==> src/rtl/ddc_params.svh <==
// Constants for the dual DAC control link: frame layout, timing and host register map.
`ifndef DDC_PARAMS_SVH
`define DDC_PARAMS_SVH

`define DDC_FRAME_BITS 16
`define DDC_CODE_W 12
`define DDC_BIT_CHAN 15
`define DDC_BIT_BUF 14
`define DDC_BIT_MODE_HI 13
`define DDC_BIT_MODE_LO 12
`define DDC_CODE_MSB 11
`define DDC_BYTE_BITS 8

`define DDC_CLK_NS 100
`define DDC_REC_5V_NS 2500
`define DDC_REC_3V_NS 5000
`define DDC_REC_5V_CYC ((`DDC_REC_5V_NS + `DDC_CLK_NS - 1) / `DDC_CLK_NS)
`define DDC_REC_3V_CYC ((`DDC_REC_3V_NS + `DDC_CLK_NS - 1) / `DDC_CLK_NS)

`define DDC_SCLK_HALF 4
`define DDC_BYTE_GAP 8
`define DDC_LOAD_LOW 8

`define DDC_REG_FRAME 12'h000
`define DDC_REG_CTRL 12'h004
`define DDC_REG_STATUS 12'h008
`define DDC_REG_LAST 12'h00C
`define DDC_CTRL_BYTE 0
`define DDC_CTRL_LOAD 1
`define DDC_CTRL_RESET 32'h0000_0000

`endif

==> src/rtl/ddc_pkg.sv <==
// Types shared by both ends of the dual DAC control link.
package ddc_pkg;
    typedef enum logic [1:0] {
        DDC_NORMAL,
        DDC_PD_1K,
        DDC_PD_100K,
        DDC_PD_OPEN
    } ddc_mode_e;

    typedef logic [11:0] ddc_code_t;
endpackage

==> src/rtl/ddc_link_if.sv <==
// Three-wire serial link plus load strobe between host and converter control.
`timescale 1ns/1ps
interface ddc_link_if;
    logic sclk;
    logic din;
    logic sync_n;
    logic load_strobe_n;

    modport host (
        output sclk,
        output din,
        output sync_n,
        output load_strobe_n
    );
    modport dev (
        input sclk,
        input din,
        input sync_n,
        input load_strobe_n
    );
endinterface

==> src/rtl/ddc_sync2.sv <==
// Two-flop synchroniser for one pin level.
`timescale 1ns/1ps
module ddc_sync2 #(
    parameter logic RST_VAL = 1'b0
) (
    input wire logic i_sys_clk,
    input wire logic i_nrst,
    input wire logic i_async,
    output logic o_sync
);
    logic meta;

    always_ff @(posedge i_sys_clk) begin
        if (!i_nrst) begin
            meta <= RST_VAL;
            o_sync <= RST_VAL;
        end else begin
            meta <= i_async;
            o_sync <= meta;
        end
    end
endmodule

==> src/rtl/ddc_device.sv <==
// Converter-side control: serial frame receiver, double-buffered codes and power-down control.
//
// What this block does
// - Valid frame loads addressed channel's input register.
// - Strobe high: DAC register holds its value.
// - Strobe low: DAC register follows input register.
// - Both channels transfer together on one strobe.
// - Only channels written since last update transfer.
// - Mode comes from frame bits thirteen, twelve.
// - Mode codes: normal, 1k, 100k, open.
// - Each channel keeps its own mode.
// - Power-down swaps amplifier for 1k or 100k pull; open mode leaves output unterminated.
// - Power-down shuts bias, amplifier, string down.
// - Registers survive power-down unchanged.
// - Settled only after recovery delay from power-down.
// - Host holds frame sync low whole word.
// - Host idles clock low, data valid falling.
// - Byte hosts keep sync low across bytes.
// - Words go most significant bit first.
// - DSP host: internal clock, low sync, 16 bits.
// - Frame: channel, buffer, mode, code MSB first.
// - Sixteen falling edges shift; extra clocks ignored.
// - Early sync rise aborts, registers unchanged.
// - Reset clears registers, normal mode, unbuffered.
//
// The register offsets and the APB slave port were decided locally.
`timescale 1ns/1ps
`include "ddc_params.svh"
module ddc_device #(
    parameter int CODE_W = `DDC_CODE_W
) (
    input wire logic i_sys_clk,
    input wire logic i_nrst,
    ddc_link_if.dev link,
    input wire logic i_low_supply,
    output ddc_pkg::ddc_code_t o_dac_a,
    output ddc_pkg::ddc_code_t o_dac_b,
    output ddc_pkg::ddc_code_t o_input_a,
    output ddc_pkg::ddc_code_t o_input_b,
    output ddc_pkg::ddc_mode_e o_mode_a,
    output ddc_pkg::ddc_mode_e o_mode_b,
    output logic [1:0] o_ref_buffered,
    output logic [1:0] o_pending,
    output logic [1:0] o_amp_connected,
    output logic [1:0] o_pull_1k,
    output logic [1:0] o_pull_100k,
    output logic [1:0] o_shutdown,
    output logic [1:0] o_settled,
    output logic o_frame_done,
    output logic o_frame_abort
);
    import ddc_pkg::*;

    localparam int LOW_CUT = `DDC_CODE_MSB + 1 - CODE_W;
    localparam logic [5:0] REC_5V = 6'(`DDC_REC_5V_CYC);
    localparam logic [5:0] REC_3V = 6'(`DDC_REC_3V_CYC);

    ////////////////////////////////////////////////////////////////////////////
    // Pin synchronisers.

    logic sclk_s;
    logic din_s;
    logic sync_n_s;
    logic load_n_s;

    ddc_sync2 #(.RST_VAL(1'b0)) u_sync_sclk (
        .i_sys_clk(i_sys_clk),
        .i_nrst(i_nrst),
        .i_async(link.sclk),
        .o_sync(sclk_s)
    );
    ddc_sync2 #(.RST_VAL(1'b0)) u_sync_din (
        .i_sys_clk(i_sys_clk),
        .i_nrst(i_nrst),
        .i_async(link.din),
        .o_sync(din_s)
    );
    ddc_sync2 #(.RST_VAL(1'b1)) u_sync_frame (
        .i_sys_clk(i_sys_clk),
        .i_nrst(i_nrst),
        .i_async(link.sync_n),
        .o_sync(sync_n_s)
    );
    ddc_sync2 #(.RST_VAL(1'b1)) u_sync_load (
        .i_sys_clk(i_sys_clk),
        .i_nrst(i_nrst),
        .i_async(link.load_strobe_n),
        .o_sync(load_n_s)
    );

    ////////////////////////////////////////////////////////////////////////////
    // Frame receiver.

    logic sclk_d;
    logic sync_n_d;
    logic [15:0] shift;
    logic [4:0] bit_cnt;
    logic sclk_fall;
    logic commit;
    logic [15:0] word;

    assign sclk_fall = sclk_d & ~sclk_s;
    assign commit = !sync_n_s && sclk_fall && bit_cnt == 5'(`DDC_FRAME_BITS - 1);
    assign word = {shift[14:0], din_s};

    always_ff @(posedge i_sys_clk) begin
        if (!i_nrst) begin
            sclk_d <= 1'b0;
            sync_n_d <= 1'b1;
        end else begin
            sclk_d <= sclk_s;
            sync_n_d <= sync_n_s;
        end
    end

    // Once sixteen edges are in, the counter parks at sixteen until sync rises.
    always_ff @(posedge i_sys_clk) begin
        if (!i_nrst) begin
            shift <= 16'h0000;
            bit_cnt <= 5'h00;
        end else if (sync_n_s) begin
            bit_cnt <= 5'h00;
        end else if (sclk_fall && bit_cnt < 5'(`DDC_FRAME_BITS)) begin
            shift <= word;
            bit_cnt <= bit_cnt + 5'h01;
        end
    end

    always_ff @(posedge i_sys_clk) begin
        if (!i_nrst) begin
            o_frame_done <= 1'b0;
            o_frame_abort <= 1'b0;
        end else begin
            o_frame_done <= commit;
            o_frame_abort <= sync_n_s && !sync_n_d && bit_cnt != 5'(`DDC_FRAME_BITS);
        end
    end

    ////////////////////////////////////////////////////////////////////////////
    // Per-channel registers, transfer and power-down.

    ddc_code_t in_reg [2];
    ddc_code_t dac_reg [2];
    ddc_mode_e mode [2];
    ddc_code_t new_code;

    // Bits below the configured width are dropped so a narrow part reads them as zero.
    always_comb begin
        new_code = '0;
        new_code[`DDC_CODE_MSB:LOW_CUT] = word[`DDC_CODE_MSB:LOW_CUT];
    end

    for (genvar ch = 0; ch < 2; ch++) begin : g_ch
        logic hit;
        logic [5:0] rec_cnt;
        ddc_mode_e next_mode;

        assign hit = commit && (word[`DDC_BIT_CHAN] == 1'(ch));
        assign next_mode = ddc_mode_e'({word[`DDC_BIT_MODE_HI], word[`DDC_BIT_MODE_LO]});

        always_ff @(posedge i_sys_clk) begin
            if (!i_nrst) begin
                in_reg[ch] <= '0;
                mode[ch] <= DDC_NORMAL;
                o_ref_buffered[ch] <= 1'b0;
            end else if (hit) begin
                in_reg[ch] <= new_code;
                mode[ch] <= next_mode;
                o_ref_buffered[ch] <= word[`DDC_BIT_BUF];
            end
        end

        // The pending flag lets a strobe skip channels that did not change, which
        // saves needless glitches; a write in the transfer cycle keeps it set.
        always_ff @(posedge i_sys_clk) begin
            if (!i_nrst) begin
                dac_reg[ch] <= '0;
                o_pending[ch] <= 1'b0;
            end else begin
                if (!load_n_s && o_pending[ch]) begin
                    dac_reg[ch] <= in_reg[ch];
                end
                if (hit) begin
                    o_pending[ch] <= 1'b1;
                end else if (!load_n_s) begin
                    o_pending[ch] <= 1'b0;
                end
            end
        end

        always_ff @(posedge i_sys_clk) begin
            if (!i_nrst) begin
                o_amp_connected[ch] <= 1'b1;
                o_pull_1k[ch] <= 1'b0;
                o_pull_100k[ch] <= 1'b0;
                o_shutdown[ch] <= 1'b0;
            end else begin
                o_amp_connected[ch] <= mode[ch] == DDC_NORMAL;
                o_pull_1k[ch] <= mode[ch] == DDC_PD_1K;
                o_pull_100k[ch] <= mode[ch] == DDC_PD_100K;
                o_shutdown[ch] <= mode[ch] != DDC_NORMAL;
            end
        end

        // Recovery count restarts whenever the channel is powered down.
        always_ff @(posedge i_sys_clk) begin
            if (!i_nrst) begin
                rec_cnt <= 6'h00;
                o_settled[ch] <= 1'b1;
            end else if (mode[ch] != DDC_NORMAL) begin
                rec_cnt <= i_low_supply ? REC_3V : REC_5V;
                o_settled[ch] <= 1'b0;
            end else if (rec_cnt != 6'h00) begin
                rec_cnt <= rec_cnt - 6'h01;
                o_settled[ch] <= rec_cnt == 6'h01;
            end
        end
    end

    ////////////////////////////////////////////////////////////////////////////
    // Registered views of the channel state.

    always_ff @(posedge i_sys_clk) begin
        if (!i_nrst) begin
            o_dac_a <= '0;
            o_dac_b <= '0;
            o_input_a <= '0;
            o_input_b <= '0;
            o_mode_a <= DDC_NORMAL;
            o_mode_b <= DDC_NORMAL;
        end else begin
            o_dac_a <= dac_reg[0];
            o_dac_b <= dac_reg[1];
            o_input_a <= in_reg[0];
            o_input_b <= in_reg[1];
            o_mode_a <= mode[0];
            o_mode_b <= mode[1];
        end
    end
endmodule

==> src/flat_wrapper.sv <==
// flat-port wrapper written by rule: the top's interface ports become plain ports
module ddc_device_flat import ddc_pkg::*;
#(
    parameter int CODE_W = `DDC_CODE_W
)
  (i_sys_clk, i_nrst, i_low_supply, o_dac_a, o_dac_b, o_input_a, o_input_b, o_mode_a, o_mode_b, o_ref_buffered, o_pending, o_amp_connected, o_pull_1k, o_pull_100k, o_shutdown, o_settled, o_frame_done, o_frame_abort, link_sclk, link_din, link_sync_n, link_load_strobe_n);
  ddc_link_if link_i ();
  input wire logic i_sys_clk;
  input wire logic i_nrst;
  input wire logic i_low_supply;
  output ddc_pkg::ddc_code_t o_dac_a;
  output ddc_pkg::ddc_code_t o_dac_b;
  output ddc_pkg::ddc_code_t o_input_a;
  output ddc_pkg::ddc_code_t o_input_b;
  output ddc_pkg::ddc_mode_e o_mode_a;
  output ddc_pkg::ddc_mode_e o_mode_b;
  output logic [1:0] o_ref_buffered;
  output logic [1:0] o_pending;
  output logic [1:0] o_amp_connected;
  output logic [1:0] o_pull_1k;
  output logic [1:0] o_pull_100k;
  output logic [1:0] o_shutdown;
  output logic [1:0] o_settled;
  output logic o_frame_done;
  output logic o_frame_abort;
  input wire logic [$bits(link_i.sclk)-1:0] link_sclk;
  input wire logic [$bits(link_i.din)-1:0] link_din;
  input wire logic [$bits(link_i.sync_n)-1:0] link_sync_n;
  input wire logic [$bits(link_i.load_strobe_n)-1:0] link_load_strobe_n;
  assign link_i.sclk = link_sclk;
  assign link_i.din = link_din;
  assign link_i.sync_n = link_sync_n;
  assign link_i.load_strobe_n = link_load_strobe_n;
  ddc_device #(.CODE_W(CODE_W)) u_core (.i_sys_clk(i_sys_clk), .i_nrst(i_nrst), .link(link_i), .i_low_supply(i_low_supply), .o_dac_a(o_dac_a), .o_dac_b(o_dac_b), .o_input_a(o_input_a), .o_input_b(o_input_b), .o_mode_a(o_mode_a), .o_mode_b(o_mode_b), .o_ref_buffered(o_ref_buffered), .o_pending(o_pending), .o_amp_connected(o_amp_connected), .o_pull_1k(o_pull_1k), .o_pull_100k(o_pull_100k), .o_shutdown(o_shutdown), .o_settled(o_settled), .o_frame_done(o_frame_done), .o_frame_abort(o_frame_abort));
endmodule
==> config.mk <==
export PLATFORM = sky130hd
export DESIGN_NAME = ddc_device_flat
export DESIGN_NICKNAME = d
export VERILOG_FILES = /design/src/rtl/ddc_pkg.sv /design/src/rtl/ddc_link_if.sv /design/src/rtl/ddc_sync2.sv /design/src/rtl/ddc_device.sv /design/src/flat_wrapper.sv
export VERILOG_INCLUDE_DIRS = /design/src /design/src/rtl
export SDC_FILE = /design/constraint.sdc
export NUM_CORES = 1
export LEC_CHECK = 0
export CAP_MARGIN = 20
export CORE_AREA = 2 2 122 124
export DETAILED_ROUTE_END_ITERATION = 8
export DIE_AREA = 0 0 124 126
export DONT_BUFFER_PORTS = 1
export GPL_TIMING_DRIVEN = 1
export PLACE_DENSITY_LB_ADDON = 0.12
export REMOVE_ABC_BUFFERS = 1
export SYNTH_ARGS = -nofsm -noshare
export SYNTH_HDL_FRONTEND = slang
export SYNTH_SLANG_ARGS = --single-unit
==> constraint.sdc <==
create_clock -name i_sys_clk -period 2.4 [get_ports i_sys_clk]
set_input_delay 0.48 -clock i_sys_clk [delete_from_list [all_inputs] [get_ports i_sys_clk]]
set_output_delay 0.48 -clock i_sys_clk [all_outputs]
set_load 0.05 [all_outputs]
==> results of run 1 <==
==> logic make-up (layout without fill, tap and decap cells) <==
logic type,after synthesis,count (layout)
compound gates,37,37
xor+xnor,9,9
simple gates,213,213
mux,5,5
fa+ha+maj,9,9
flops,162,162
buf+inv,30,48
==> layout by cell type (no fill, tap or decap), types with 3 or more instances in the layout <==
| cell | netlist | layout |
|---|---|---|
| a21oi_1 | 4 | 4 |
| a21boi_0 | 8 | 8 |
| xnor2_1 | 5 | 5 |
| clkbuf_16 | 0 | 19 |
| nand3_1 | 5 | 5 |
| nand2_1 | 52 | 52 |
| nand2b_1 | 9 | 9 |
| xor2_1 | 4 | 4 |
| ha_1 | 9 | 9 |
| and2_1 | 81 | 81 |
| nor2b_1 | 27 | 27 |
| inv_1 | 13 | 13 |
| a21boi_1 | 10 | 10 |
| buf_4 | 1 | 3 |
| nor2_1 | 16 | 16 |
| dfxtp_1 | 110 | 110 |
| edfxtp_1 | 52 | 52 |
| clkinv_2 | 0 | 5 |
==> worst paths after layout <==
kind,cells past startpoint,to,slack [ns]
setup / recovery,6,u_core.in_reg[1][8],0.33
hold / removal,1,u_core.u_sync_frame.meta,0.15
setup reg to reg,6,u_core.in_reg[1][8],0.33
hold reg to reg,1,u_core.o_frame_abort,0.39
==> final cells by class <==
cell class                      instances  area (um^2)  share of cell area
Timing Repair Buffer                    3         22.5             0.00352
Clock inverter                          9         75.1              0.0117
Multi-Input combinational cell        273         1740               0.272
Sequential cell                       162         3760               0.589
Clock buffer                           23          510              0.0799
Inverter                               13         48.8             0.00764
Tap cell                              184          230              0.0360
==> metrics by stage <==
stage	cells	hold WS [ns]	setup WS [ns]	util
after CTS	667	0.119	0.300	0.446
after detailed placement	635	0.380	0.319	0.406
after floorplan	448	0.368	0.575	-
after global routing	667	0.138	0.161	0.446
after global placement	635	0.382	0.397	0.406
final	667	0.150	0.332	0.446
==> layer usage <==
layer / global-route usage / up-vias / routed length (um)
met1: 0.152 / 1427 / 4090
met4: 0.0701 / 0 / 227
met5: 0 / - / 0
met2: 0.187 / 69 / 4220
li1: - / 1534 / -
met3: 0.0485 / 16 / 521
==> power by group through the flow <==
stage | Sequential (uW) | Clock [uW] | Combinational (uW)
floorplan | 3160 | 0 | 209
global placement | 3180 | 0 | 241
detailed placement | 3180 | 0 | 244
CTS | 3120 | 2690 | 246
global route | 3130 | 2810 | 272
finish | 3120 | 2610 | 240
==> out/metrics.csv, run 1 <==
metric;value;unit
setup_violations;0;
crit_required;2.45;ns
synthTopCellsByCount;110 x dfxtp_1, 81 x and2_1, 52 x edfxtp_1, 52 x nand2_1, 27 x nor2b_1;
synth_compound_area_frac;0.0464;
routedWlPerCell;13.6;um
skew;0.0104;ns
crit_path_top_delay_cell;nand2_1;
synth_xor_area_frac;0.0140;
reg2reg_from;u_core.bit_cnt[0];
min-delay-start;i_nrst;
netlist.area_leader.share;0.391;
switching_share;0.222;
htree_levels;4;
initial_core_util;0.393;
via_count;3046;
dp_hpwl;5.99;mm
max-clock-path-buffers;2;
avgSynthCellArea;12.1;um^2
final_nets;486;
num-fill-cells;1332;
synth_top_family_by_area;simple AND/OR/NAND/NOR gates;
cts_root_buf;clkbuf_16;
p_sw;1320;uW
power_density;934;nW/um^2
slew_violations;0;
rsz0062_at_grt;false;
path_delay_family;simple AND/OR/NAND/NOR gates;
yosys.area_share.simple;0.217;
synth_area_leaders;dfxtp_1 39%, edfxtp_1 28%, and2_1 9.0%;
fin_tns_setup;0;ns
grt.overflow.total;0;
ys_seq_elements;162;
die_h;126;um
synth_area;5630;um^2
power.leakage;0.00245;uW
clock_latency;0.42;ns
route.detailed.drc;0;
grt_antenna_before_repair;0;
synth_edf_count;52;
max_stage_delay;0.48;ns
drtAntennaViolNets;0;
critPathKind;register to register;
ios;75;
outcome;completed;
ys_warn_count;0;
synth_fa_ha_area_frac;0.0200;
yosysMostFrequentCell;dfxtp_1;
core_area;14300;um^2
synth_top_area_cell;dfxtp_1;
numCtsBuffers;17;
path_buf_inv;0;
syn2layout_area_growth;13.5;%
fp-row-count;44;
vias_per_cell;4.57;
finalCritPeriodShare;0.862;
total_power;5970;uW
start_kind;register;
arrival;2.12;ns
p_comb_frac;0.040;
die_area;15600;um^2
dr.first_iter.drc_count;154;
portBuffers;0;
grtUsageTotal;0.124;
synthCells;465;
end_kind;register;
grt_max_degree;103;
synth_flop_cell;dfxtp_1;
drive_above_1_share;0.112;
grt_pass1_vias;2922;
fin_crit;2.07;ns
async_flop_share;0;
gp_congestion;0.775;
final_cell_area;6390;um^2
cp-startpoint;u_core.bit_cnt[0];
clock_sinks;162;
clkSlewWorstSetupHoldPaths;0.06;ns
hold_violations;0;
cts-hold-fix-buffers;0;
crit_fanout;14;
place_area;5800;um^2
dr.pass1.iters;4;
routed_wl;9.05;mm
grt_pass1_wl;14.5;mm
drv_cap;0;
antennaDiodeCount;0;
synthMuxAreaShare;0.0111;
ys_seq_area_frac;0.668;
slew_headroom;0.583;
tightest_slew;0.624;ns
p_int;4650;uW
fp.dieW;124;um
peakVddDrop;0.486;mV
synth_cell_types;46;
hp-class;input pin to register;
p_seq_frac;0.522;
clockPowerShare;0.438;
fmax;0.484;GHz
cts_tree;built;
path_cells;ha_1, and3_1, ha_1, and4bb_4, nand2_1, nand2_1;
postCtsSetupRepairBufs;0;
post_cts_resized;0;
No activity file was read; power rests on OpenSTA's default activity.
==> run 2, diff against run 1 <==
- CELL_PAD_IN_SITES_DETAIL_PLACEMENT: default -> 1
- CELL_PAD_IN_SITES_GLOBAL_PLACEMENT: default -> 1
==> out/metrics.csv, run 2 (synthesized netlist as in run 1, its figures left out) <==
metric;value;unit;change
dr.first_iter.drc_count;147;;-4.5%
syn2layout_area_growth;13.6;%;
drtAntennaViolNets;0;;unchanged
power.leakage;0.00245;uW;-0.21%
critPathKind;register to register;;
dp_hpwl;6.59;mm;+9.9%
clkSlewWorstSetupHoldPaths;0.07;ns;about the same
post_cts_resized;0;;unchanged
fin_tns_setup;0;ns;unchanged
grt_pass1_vias;3152;;+7.9%
core_area;14300;um^2;unchanged
cts_root_buf;clkbuf_16;;
grt.overflow.total;0;;unchanged
routedWlPerCell;14.9;um;+10%
route.detailed.drc;0;;unchanged
final_common_cell;dfxtp_1;;
ios;75;;unchanged
finalCritPeriodShare;0.856;;-0.00585
grt_pass1_wl;16.1;mm;+11%
numCtsBuffers;17;;unchanged
die_h;126;um;unchanged
antennaDiodeCount;0;;unchanged
clock_latency;0.43;ns;about the same
fmax;0.487;GHz;+0.68%
vias_per_cell;4.65;;+1.9%
start_kind;register;;
outcome;completed;;
portBuffers;0;;unchanged
rsz0062_at_grt;false;;
fin_cells;668;;+0.15%
arrival;2.11;ns;about the same
crit_required;2.46;ns;about the same
postCtsSetupRepairBufs;0;;unchanged
clock_sinks;162;;unchanged
crit_fanout;14;;unchanged
num-fill-cells;1520;;+14%
skew;0.0126;ns;+0.00226 ns
end_kind;register;;
setup_violations;0;;unchanged
grt_max_degree;103;;unchanged
peakVddDrop;0.463;mV;-4.7%
power_density;938;nW/um^2;+0.47%
gp_congestion;0.724;;-6.6%
htree_levels;4;;unchanged
layout_common_cells;110 x dfxtp_1, 81 x and2_1, 52 x nand2_1, 52 x edfxtp_1, 27 x nor2b_1;;
die_area;15600;um^2;unchanged
routed_wl;9.97;mm;+10%
fin_crit;2.05;ns;-0.0140 ns
initial_core_util;0.393;;unchanged
grt_antenna_before_repair;0;;unchanged
cts_tree;built;;
hp-class;input pin to register;;
slew_violations;0;;unchanged
fp.dieW;124;um;unchanged
dp.cells;636;;+0.16%
max-clock-path-buffers;2;;unchanged
cts-hold-fix-buffers;0;;unchanged
dr.pass1.iters;4;;unchanged
drive_above_1_share;0.116;;+0.00390
grtUsageTotal;0.137;;+0.0124
via_count;3109;;+2.1%
slew_headroom;0.559;;-0.0233
hold_violations;0;;unchanged
tightest_slew;0.661;ns;+0.0364 ns
final_nets;487;;+0.21%
drv_cap;0;;unchanged
fp-row-count;44;;unchanged
==> run 2: per-stage QoR <==
| step | hold WS, ns | power, uW | area, um^2 | setup slack, ns | utilization |
|---|---|---|---|---|---|
| 2_1_floorplan | 0.368 | 3370 | 5550 | 0.575 | - |
| 3_3_place_gp | 0.379 | 3420 | 5810 | 0.398 | 0.406 |
| 3_5_place_dp | 0.375 | 3430 | 5810 | 0.306 | 0.406 |
| 4_1_cts | 0.114 | 6100 | 6400 | 0.321 | 0.447 |
| 5_1_grt | 0.116 | 6240 | 6400 | 0.195 | 0.447 |
| 6_report | 0.147 | 6000 | 6400 | 0.346 | 0.447 |
==> run 2: worst max-delay path: stages, from the launching register on <==
cell and delay (ns):
dfxtp_1 0.40, ha_1 0.18, and3_1 0.15, ha_1 0.14, and4bb_4 0.26, nand2b_1 0.09
nand2_1 0.44
==> run 2: worst paths after layout <==
check,startpoint,end,slack (ns),cells after the start
min reg2reg,u_core.sync_n_d,u_core.o_frame_abort,0.39,1
max reg2reg,u_core.bit_cnt[0],u_core.in_reg[0][11],0.35,6
min,i_nrst,u_core.u_sync_frame.meta,0.15,1
max,u_core.bit_cnt[0],u_core.in_reg[0][11],0.35,6
==> run 2: area by class of cell <==
cell class                 instances  area [um^2]  area share
inverter                          13         48.8     0.00763
sequential                       162         3760       0.588
clock inverter                    12          119      0.0186
multi-input combinational        273         1740       0.272
timing repair buffer               4         30.0     0.00469
clock buffer                      20          468      0.0731
tap                              184          230      0.0360
==> run 2: power breakdown <==
group          switching (uW)  internal [uW]  leakage (uW)
clock                    1110           1530      0.000284
combinational             121            126      0.000719
sequential                193           2920       0.00144
==> run 2: per-layer routing <==
layer	share of wire	track usage	vias to the layer above
met1	0.43	0.164	1485
met3	0.060	0.0553	14
met5	0	0	-
met2	0.49	0.217	63
li1	-	-	1547
met4	0.015	0.0595	0
==> run 3, diff against run 2 <==
- ABC_AREA: default -> 1
==> out/metrics.csv, run 3 <==
metric;value;unit;change
switching_share;0.246;;+0.00939
synthCells;578;;+24%
total_power;6170;uW;+2.8%
p_comb_frac;0.036;;-0.005
max-clock-path-buffers;2;;unchanged
grt_max_degree;92;;-11%
outcome;completed;;
skew;0.0135;ns;+0.000887 ns
fin_crit;2.08;ns;+0.0226 ns
fp.dieW;124;um;unchanged
clockPowerShare;0.445;;+0.005
portBuffers;0;;unchanged
core_area;14300;um^2;unchanged
slew_headroom;0.580;;+0.0202
route.detailed.drc;0;;unchanged
setup_violations;0;;unchanged
synth_edf_count;52;;unchanged
synth_top_family_by_area;simple AND/OR/NAND/NOR gates;;
synth_xor_area_frac;0;;-0.0140
rsz0062_at_grt;false;;
min-delay-start;i_nrst;;
synth_fa_ha_area_frac;0.0199;;-0.0000973
syn2layout_area_growth;13.6;%;about the same
cts_root_buf;clkbuf_16;;
slew_violations;0;;unchanged
postCtsSetupRepairBufs;0;;unchanged
synthTopCellsByCount;110 x dfxtp_1, 110 x nand2_1, 103 x inv_1, 52 x edfxtp_1, 51 x nor2_1;;
cp-startpoint;u_core.bit_cnt[0];;
cts_tree;built;;
clock_latency;0.43;ns;about the same
cts-hold-fix-buffers;0;;unchanged
synthMuxAreaShare;0;;-0.0111
via_count;3548;;+14%
synth_flop_cell;dfxtp_1;;
hold_violations;0;;unchanged
async_flop_share;0;;unchanged
dr.pass1.iters;4;;unchanged
start_kind;register;;
synth_top_area_cell;dfxtp_1;;
synth_compound_area_frac;0.0509;;+0.00442
end_kind;register;;
routed_wl;10.9;mm;+8.9%
synth_area;5660;um^2;+0.49%
crit_fanout;14;;unchanged
drive_above_1_share;0.0908;;-0.0249
final_nets;598;;+23%
synth_area_leaders;dfxtp_1 39%, edfxtp_1 28%, nand2_1 7.3%;;
post_cts_resized;0;;unchanged
p_sw;1520;uW;+6.9%
routedWlPerCell;13.9;um;-6.6%
ys_seq_elements;162;;unchanged
grt_pass1_vias;3614;;+15%
critPathKind;register to register;;
yosys.area_share.simple;0.175;;-0.0422
clock_sinks;162;;unchanged
dr.first_iter.drc_count;250;;+70%
numCtsBuffers;17;;unchanged
htree_levels;4;;unchanged
layout_common_cells;110 x nand2_1, 110 x dfxtp_1, 103 x inv_1;;
grt_antenna_before_repair;0;;unchanged
vias_per_cell;4.55;;-2.1%
reg2reg_from;u_core.bit_cnt[0];;
power.leakage;0.00283;uW;+16%
hp-class;input pin to register;;
p_seq_frac;0.519;;about the same
seq_area;3760;um^2;unchanged
netlist.area_leader.share;0.389;;-0.00190
p_int;4650;uW;+1.5%
finalCritPeriodShare;0.865;;+0.00942
utilization;0.449;;+0.00210
synth_cell_types;24;;-48%
arrival;2.14;ns;+0.03 ns
dp_hpwl;7.20;mm;+9.4%
ys_warn_count;0;;unchanged
fmax;0.482;GHz;-1.1%
crit_required;2.46;ns;about the same
multi_input_area;1390;um^2;-20%
die_area;15600;um^2;unchanged
ys_seq_area_frac;0.665;;-0.00325
drtAntennaViolNets;0;;unchanged
peakVddDrop;0.471;mV;+1.7%
fp-row-count;44;;unchanged
initial_core_util;0.395;;+0.00192
grtUsageTotal;0.153;;+0.0162
die_h;126;um;unchanged
ios;75;;unchanged
clkSlewWorstSetupHoldPaths;0.07;ns;about the same
grt_pass1_wl;18.1;mm;+12%
num-fill-cells;1618;;+6.4%
drv_cap;0;;unchanged
antennaDiodeCount;0;;unchanged
grt.overflow.total;0;;unchanged
avgSynthCellArea;9.79;um^2;-19%
gp_congestion;0.771;;+6.5%
tightest_slew;0.629;ns;-0.0319 ns
power_density;960;nW/um^2;+2.3%
fin_tns_setup;0;ns;unchanged
==> run 3: cell count changes after synthesis, moves of 24 or more <==
cell     change
inv_1       +90
and2_1      -81
nand2_1     +58
nor2_1      +35
nor3_1      +32
nor2b_1     -27
a21oi_1     +24
==> run 3: worst paths after layout <==
check | endpoint | slack, ns | cells past startpoint
setup / recovery | u_core.mode[0][0] | 0.32 | 8
hold / removal | u_core.o_dac_a[3] | 0.15 | 2
setup reg to reg | u_core.mode[0][0] | 0.32 | 8
hold reg to reg | u_core.o_frame_abort | 0.39 | 1
==> run 3: routing by layer <==
layer	up-vias	global-route usage	routed length [um]
met4	0	0.0516	154
met2	64	0.239	5190
met5	-	0	0
met3	10	0.0571	460
met1	1659	0.195	5060
li1	1815	-	-
==> run 3: stage by stage <==
stage,worst slack [ns],hold WS [ns],cells,cell area [um^2]
after floorplan,0.141,0.374,557,5540
after global placement,0.391,0.384,747,5820
after detailed placement,0.287,0.392,747,5820
after CTS,0.265,0.135,779,6430
after global routing,0.0609,0.140,779,6430
final,0.323,0.146,779,6430
==> run 3: logic make-up after synthesis <==
group                    after synthesis
flip-flops                           162
AND/OR/NAND/NOR                      226
AO/OA/AOI/OAI                         57
buffers and inverters                124
adder cells (fa/ha/maj)                9
==> run 3: final cells by class <==
cell class	instances	share of cell area
clock buffer	21	0.0782
clock inverter	11	0.0169
inverter	103	0.0601
multi-input combinational	292	0.216
sequential	162	0.585
tap	184	0.0358
timing repair buffer	6	0.00701
==> run 3: critical path, cell delays in order (launching register included) <==
cell and delay (ns):
dfxtp_1 0.38, ha_1 0.19, inv_1 0.06, nor3_1 0.16
ha_1 0.19, nand3_2 0.11, inv_1 0.09, nand2_1 0.06
nand2_1 0.47
==> run 3: power by group through the flow <==
stage	clock network (uW)	registers (uW)	logic (uW)
3_5_place_dp	0	3270	222
3_3_place_gp	0	3270	217
6_report	2740	3200	221
4_1_cts	2810	3210	225
2_1_floorplan	0	3250	164
5_1_grt	2930	3220	262
